[src/shared/spie_defs.vh]
// Constants for the serial error and interrupt logic
`ifndef SPIE_DEFS_VH
`define SPIE_DEFS_VH
`define SPIE_CTRL_ADDR    8'hC3
`define SPIE_STAT_ADDR    8'hC4
`define SPIE_DATA_ADDR    8'hC5
`define SPIE_CTRL_RESET   8'h14
`define SPIE_CTL_ENABLE   6
`define SPIE_CTL_SELECT_PIN_DISABLE_BIT    5
`define SPIE_CTL_MASTER   4
`define SPIE_CTL_CPHA     2
`define SPIE_ST_DONE      7
`define SPIE_ST_WRITE_COLLISION_FLAG      6
`define SPIE_ST_SELECT_EARLY_RELEASE_FLAG     5
`define SPIE_ST_MODE_FAULT_FLAG      4
`define SPIE_BITS_PER_BYTE 4'h8
`define SPIE_DIV_BITS     3
`endif

[src/core/spie_core.v]
// Serial port error detection, flag clearing and interrupt requests
// Summary of operation
// - Master sees select low: mode fault
// - Mode fault raises receiver/error request
// - Mode fault clears enable bit
// - Mode fault clears master select bit
// - Select pin low sets fault when enabled
// - Select disable ignores pin, no fault
// - Fault cleared by status read, control write
// - Data write while busy sets collision
// - Collision: no request, transfer continues
// - Collision cleared by status then data access
// - Overrun keeps first byte, drops later
// - Overrun is neither detected nor flagged
// - Slave select released early sets error
// - Early release error cleared by disable
// - Transfer done sets flag and transmit request
// - Fault request only while disable bit clear
// - Status register at C4 upper bits
// - Control register at C3
`timescale 1ns/10ps
`default_nettype none
`include "spie_defs.vh"
module spie_core (
  input  wire       i_core_clk,
  input  wire       i_rstn,
  input  wire [7:0] i_addr,
  input  wire       i_wr,
  input  wire       i_rd,
  input  wire [7:0] i_wdata,
  input  wire       i_sck,
  input  wire       i_ss_n,
  input  wire       i_mosi,
  input  wire       i_miso,
  output reg  [7:0] o_rdata,
  output reg        o_sck,
  output reg        o_mosi,
  output reg        o_miso,
  output reg        o_miso_oe_n,
  output reg        o_tx_irq,
  output reg        o_rx_err_irq,
  output reg        o_irq
);

  // Register addresses decoded once as functions
  function is_addr;
    input [7:0] a;
    input [7:0] b;
    begin
      is_addr = (a == b);
    end
  endfunction

  // Control copy and its next value
  reg [7:0] ctrl_reg;
  reg [7:0] ctrl_next;
  reg       done_reg;
  reg       write_collision_flag_reg;
  reg       select_early_release_flag_reg;
  reg       mode_fault_flag_reg;
  reg       mode_fault_flag_armed_reg;
  reg       write_collision_flag_armed_reg;
  reg [7:0] rx_buf_reg;
  reg [7:0] tx_reg;
  reg [7:0] shift_reg;
  reg [3:0] bit_cnt_reg;
  reg       busy_reg;
  reg       tx_pending_reg;
  reg [`SPIE_DIV_BITS-1:0] div_reg;
  // Pin synchronisers and edge history
  reg [1:0] sck_sync_reg;
  reg [1:0] ss_sync_reg;
  reg [1:0] mosi_sync_reg;
  reg [1:0] miso_sync_reg;
  reg       sck_prev_reg;
  reg       ss_prev_reg;

  // Decoded control bits, pin edges and register strobes
  wire enable   = ctrl_reg[`SPIE_CTL_ENABLE];
  wire select_pin_disable_bit    = ctrl_reg[`SPIE_CTL_SELECT_PIN_DISABLE_BIT];
  wire master   = ctrl_reg[`SPIE_CTL_MASTER];
  wire sck_s    = sck_sync_reg[1];
  wire ss_s     = ss_sync_reg[1];
  wire sck_rise = sck_s & ~sck_prev_reg;
  wire sck_fall = ~sck_s & sck_prev_reg;
  wire wr_ctrl  = i_wr & is_addr(i_addr, `SPIE_CTRL_ADDR);
  wire wr_data  = i_wr & is_addr(i_addr, `SPIE_DATA_ADDR);
  wire rd_stat  = i_rd & is_addr(i_addr, `SPIE_STAT_ADDR);
  wire rd_data  = i_rd & is_addr(i_addr, `SPIE_DATA_ADDR);
  wire div_tick = (div_reg == {`SPIE_DIV_BITS{1'b1}});
  // Slave selected when pin low (pin ignored if disable bit set)
  wire slave_sel = ~master & enable & (select_pin_disable_bit | ~ss_s);

  // Master fault when select pin is pulled low
  wire mode_fault_flag_event = enable & master & ~select_pin_disable_bit & ~ss_s;
  // Select released mid byte in slave mode
  wire select_early_release_flag_event = enable & ~master & ~select_pin_disable_bit & ss_s & ~ss_prev_reg & busy_reg;
  // Master byte ends on last divided edge; slave on eighth sample
  wire m_done = master & busy_reg & div_tick & o_sck & (bit_cnt_reg == `SPIE_BITS_PER_BYTE - 4'h1);
  wire s_done = slave_sel & sck_rise & (bit_cnt_reg == `SPIE_BITS_PER_BYTE - 4'h1);
  wire byte_done = m_done | s_done;
  // Received byte including the bit sampled on this edge
  wire [7:0] rx_byte = {shift_reg[6:0], master ? miso_sync_reg[1] : mosi_sync_reg[1]};

  // Two-stage synchronisers for every pin input
  always @(posedge i_core_clk) begin
    if (!i_rstn) begin
      sck_sync_reg  <= 2'h0;
      ss_sync_reg   <= 2'h3;
      mosi_sync_reg <= 2'h0;
      miso_sync_reg <= 2'h0;
      sck_prev_reg  <= 1'b0;
      ss_prev_reg   <= 1'b1;
    end else begin
      sck_sync_reg  <= {sck_sync_reg[0], i_sck};
      ss_sync_reg   <= {ss_sync_reg[0], i_ss_n};
      mosi_sync_reg <= {mosi_sync_reg[0], i_mosi};
      miso_sync_reg <= {miso_sync_reg[0], i_miso};
      sck_prev_reg  <= sck_s;
      ss_prev_reg   <= ss_s;
    end
  end

  // Control register next value
  always @* begin
    ctrl_next = ctrl_reg;
    if (wr_ctrl) begin
      ctrl_next = i_wdata;
    end
    if (mode_fault_flag_event) begin
      ctrl_next[`SPIE_CTL_ENABLE] = 1'b0;
      ctrl_next[`SPIE_CTL_MASTER] = 1'b0;
    end
  end

  // Control register and status flags
  always @(posedge i_core_clk) begin
    if (!i_rstn) begin
      ctrl_reg       <= `SPIE_CTRL_RESET;
      mode_fault_flag_reg       <= 1'b0;
      mode_fault_flag_armed_reg <= 1'b0;
      write_collision_flag_reg       <= 1'b0;
      write_collision_flag_armed_reg <= 1'b0;
      select_early_release_flag_reg      <= 1'b0;
      done_reg       <= 1'b0;
    end else begin
      ctrl_reg <= ctrl_next;
      // Status read arms, control write clears; set wins
      if (rd_stat && mode_fault_flag_reg) begin
        mode_fault_flag_armed_reg <= 1'b1;
      end else if (wr_ctrl) begin
        mode_fault_flag_armed_reg <= 1'b0;
      end
      if (mode_fault_flag_event) begin
        mode_fault_flag_reg <= 1'b1;
      end else if (wr_ctrl && mode_fault_flag_armed_reg) begin
        mode_fault_flag_reg <= 1'b0;
      end
      // Status access then data access clears
      if (rd_stat) begin
        write_collision_flag_armed_reg <= 1'b1;
      end else if (wr_data || rd_data) begin
        write_collision_flag_armed_reg <= 1'b0;
      end
      if (wr_data && busy_reg) begin
        write_collision_flag_reg <= 1'b1;
      end else if ((wr_data || rd_data) && write_collision_flag_armed_reg) begin
        write_collision_flag_reg <= 1'b0;
      end
      // Cleared only by enable going low
      if (select_early_release_flag_event) begin
        select_early_release_flag_reg <= 1'b1;
      end else if (!enable) begin
        select_early_release_flag_reg <= 1'b0;
      end
      // Byte completion sets done; status then data clears
      if (byte_done) begin
        done_reg <= 1'b1;
      end else if ((wr_data || rd_data) && write_collision_flag_armed_reg) begin
        done_reg <= 1'b0;
      end
    end
  end

  // Shift engine: master drives clock, slave follows pin clock
  always @(posedge i_core_clk) begin
    if (!i_rstn || !enable || select_early_release_flag_event) begin
      busy_reg       <= 1'b0;
      bit_cnt_reg    <= 4'h0;
      shift_reg      <= 8'h00;
      div_reg        <= {`SPIE_DIV_BITS{1'b0}};
      o_sck          <= 1'b0;
      tx_pending_reg <= 1'b0;
      if (!i_rstn) begin
        tx_reg     <= 8'h00;
        rx_buf_reg <= 8'h00;
      end
    end else begin
      div_reg <= div_reg + {{(`SPIE_DIV_BITS-1){1'b0}}, 1'b1};
      // Colliding write is dropped, transfer continues
      if (wr_data && !busy_reg) begin
        tx_reg         <= i_wdata;
        tx_pending_reg <= master;
        shift_reg      <= i_wdata;
      end
      if (master) begin
        if (!busy_reg && tx_pending_reg && div_tick) begin
          busy_reg       <= 1'b1;
          tx_pending_reg <= 1'b0;
          bit_cnt_reg    <= 4'h0;
        end else if (busy_reg && div_tick) begin
          o_sck <= ~o_sck;
          if (o_sck) begin
            shift_reg   <= rx_byte;
            bit_cnt_reg <= bit_cnt_reg + 4'h1;
            if (m_done) begin
              busy_reg <= 1'b0;
            end
          end
        end
      end else if (slave_sel && sck_rise) begin
        shift_reg   <= rx_byte;
        busy_reg    <= ~s_done;
        bit_cnt_reg <= s_done ? 4'h0 : bit_cnt_reg + 4'h1;
      end
      // Keep first byte since flag cleared
      if (byte_done && !done_reg) begin
        rx_buf_reg <= rx_byte;
      end
    end
  end

  // Serial outputs and read data, all registered
  always @(posedge i_core_clk) begin
    if (!i_rstn) begin
      o_mosi      <= 1'b0;
      o_miso      <= 1'b0;
      o_miso_oe_n <= 1'b1;
      o_rdata     <= 8'h00;
    end else begin
      o_mosi      <= master & shift_reg[7];
      o_miso      <= shift_reg[7];
      o_miso_oe_n <= ~(slave_sel & ~sck_fall | slave_sel);
      // Flags in the upper status nibble
      if (rd_stat) begin
        o_rdata <= {done_reg, write_collision_flag_reg, select_early_release_flag_reg, mode_fault_flag_reg, 4'h0};
      end else if (is_addr(i_addr, `SPIE_CTRL_ADDR) && i_rd) begin
        o_rdata <= ctrl_reg;
      end else if (rd_data) begin
        o_rdata <= rx_buf_reg;
      end else begin
        o_rdata <= 8'h00;
      end
    end
  end

  // Interrupt requests
  always @(posedge i_core_clk) begin
    if (!i_rstn) begin
      o_tx_irq     <= 1'b0;
      o_rx_err_irq <= 1'b0;
      o_irq        <= 1'b0;
    end else begin
      o_tx_irq     <= done_reg;
      // Only while select disable is clear
      o_rx_err_irq <= mode_fault_flag_reg & ~select_pin_disable_bit;
      o_irq        <= done_reg | (mode_fault_flag_reg & ~select_pin_disable_bit);
    end
  end

endmodule // spie_core
`default_nettype wire

[config.mk]
export PLATFORM = sky130hd
export DESIGN_NAME = spie_core
export DESIGN_NICKNAME = d
export VERILOG_FILES = /design/src/core/spie_core.v
export VERILOG_INCLUDE_DIRS = /design/src /design/src/shared
export SDC_FILE = /design/constraint.sdc
export NUM_CORES = 1
export LEC_CHECK = 0
export CORE_MARGIN = 1
export CORE_UTILIZATION = 30
export DETAILED_ROUTE_END_ITERATION = 16
export DONT_BUFFER_PORTS = 1
export SLEW_MARGIN = 20
export SYNTH_ARGS = -nofsm -noshare
export SYNTH_HDL_FRONTEND = slang
export SYNTH_SLANG_ARGS = --single-unit
export TNS_END_PERCENT = 100
[constraint.sdc]
create_clock -name i_core_clk -period 3.3 [get_ports i_core_clk]
set_clock_uncertainty 0.2 [all_clocks]
set_input_delay 0.33 -clock i_core_clk [delete_from_list [all_inputs] [get_ports i_core_clk]]
set_output_delay 0.33 -clock i_core_clk [all_outputs]
set_load 0.1 [all_outputs]
==> run metrics <==
Worst Setup End Kind=flop; Worst slew margin=37.2%; status=completed; maximum VDD drop=0.000310 V; Residual DRC=0; Storage cell area=1360 um^2; multi-input logic area=1150 um^2; logic gate share of total power=3.0%; routability cong.=0.777; net load switching power=0.334 mW; total power=1.42 mW; DRT Wirelength=5310 um; critical path type=reg -> reg; ranking of synthesized cells by area=dfxtp_1, edfxtp_1, mux2i_1, and2_1, nor2_1; ANT nets after route=0; dpl cells=343; WHS=0.00589 ns; clk_lat worst skew=0.34 ns; Sw Ratio=23.4%; Die X=95.1 um; pwr/cell area=471 nW/um^2; Post-synth ARST share=0%; Diodes inserted=0; Finished Core Util=36.4%; Final nets=292; worst slack, placed=1.13 ns; Seq/Total Area, Yosys=52.3%; vias in the first global route=1,769; Crit Path Max Fanout=19; syn_area_per_cell=10.7 um^2; leak pwr=1.07 nW; Fin Setup TNS=0 ns; placed cell area=2690 um^2; Port Buffer Count=0; num rows=33; initial antenna violation count=0; 1st-iter DRT viols=83; fin area=3020 um^2; synthesis-stage register bit count=64; Longest Clk Path Bufs=2; Startpoint Class=flop; CP required=3.34 ns; wire per inst=14.2 um; Synth Warn #=0; Final Max Tran Viols=0; core area=8300 um^2; Setup-failing EPs final=0; Fill cells=822; post-synth top area share=43.1%; gr ovfl total=0; Final Critical Period=2.21 ns; mapped cell area=2600 um^2; initial core utilization=31.4%; CTS buffer count=9; root buffer cell=clkbuf_8; largest net degree at the start of global routing=20; type of the most critical hold path=in -> reg; area leader, netlist=dfxtp_1; Die Footprint=9050 um^2; synth cell count leaders=dfxtp_1, nor2_1, mux2i_1; internal power=1.09 mW; Final period util=67.0%; worst setup margin=1.09 ns; clock power share=40.8%; clk slew on worst S/H paths=0.08 ns; Max Clock Freq=0.452 GHz; Vias=1,828; Max-Cap Viols=0; RSZ-0062 raised after global routing=false; CTS sink count=64; syn nets=271; top-count cell post-synth=dfxtp_1; Post-synth EDFFs=8; Hold Violations, Final=0; Tot GR Track Use=12.8%; gate count of the mapped netlist=244; Critical Path AT=2.25 ns; Post-Layout Cell Count=375; Least-Margin Pin Slew=0.941 ns; area grow syn2layout=16.2%; Sequential Power Share=56.2%; first-pass GRT wire length=8600 um; half-perimeter wire length after placement=3680 um; share of layout cells above drive strength 1=11.1%; Die Y=95.1 um; Top FF cell, synth=dfxtp_1; vias per cell=4.87; number of I/O pins=39; Detailed Routing Iterations Pass 1=4; htree depth=3; CTS tree=yes; count of cell types in the netlist=58
power groups by stage:
stage	clock network, mW	logic [mW]	registers [mW]
after global routing	0.632	0.0471	0.800
final	0.581	0.0429	0.799
after CTS	0.595	0.0436	0.799
after floorplan	0	0.0242	0.816
after global placement	0	0.0246	0.817
after detailed placement	0	0.0243	0.817
cell type report:
class                           count  share of cell area [%]
Tap cell                          105                    4.34
Clock inverter                      7                    1.61
Inverter                            6                   0.745
Clock buffer                        9                    4.10
Multi-Input combinational cell    165                    38.1
Sequential cell                    64                    45.0
Timing Repair Buffer               19                    6.04
critical path: stages, from the launching register on:
cell,delay (ns)
dfxtp_1,0.64
and4_1,0.34
a31oi_1,0.10
buf_4,0.23
or3_1,0.31
a211oi_1,0.26
layout by cell type (no fill, tap or decap), types with 6 or more instances in the layout:
cell type	instances
dfxtp_1	56
clkbuf_8	9
a21oi_1	13
and2_1	18
and3_1	6
mux2i_1	20
dlygate4sd3_1	16
nor2_1	22
nand2_1	6
o21ai_0	10
edfxtp_1	8
layer usage:
layer  routed length (um)  track usage [%]  vias to the layer above
met1                 2530             16.3                      847
met5                    0                0                        -
li1                     -                -                      922
met3                  267             4.23                       10
met2                 2410             19.8                       49
met4                  104             5.68                        0
logic make-up after synthesis:
family | share of synthesized area [%]
adders and majority gates | 1.44
DFF | 52.3
and+or+nand+nor | 22.2
AOI/OAI and AO/OA | 12.6
buffers and inverters | 3.36
muxes | 7.69
xor gates and xnor gates | 0.337
final timing paths:
check,from,endpoint,slack [ns],cells after the start
max,ctrl_reg[4],bit_cnt_reg[2],1.09,5
min,i_wdata[1],shift_reg[1],0.006,2
max reg2reg,ctrl_reg[4],bit_cnt_reg[2],1.09,5
min reg2reg,ss_sync_reg[0],ss_sync_reg[1],0.21,1
what timing repair did:
item                      in CTS  in global routing
resized for setup              0                  0
hold endpoints to repair      30                  0
hold buffers                  16                  0
setup buffers                  0                  0
(Power assumes the default switching activity.)
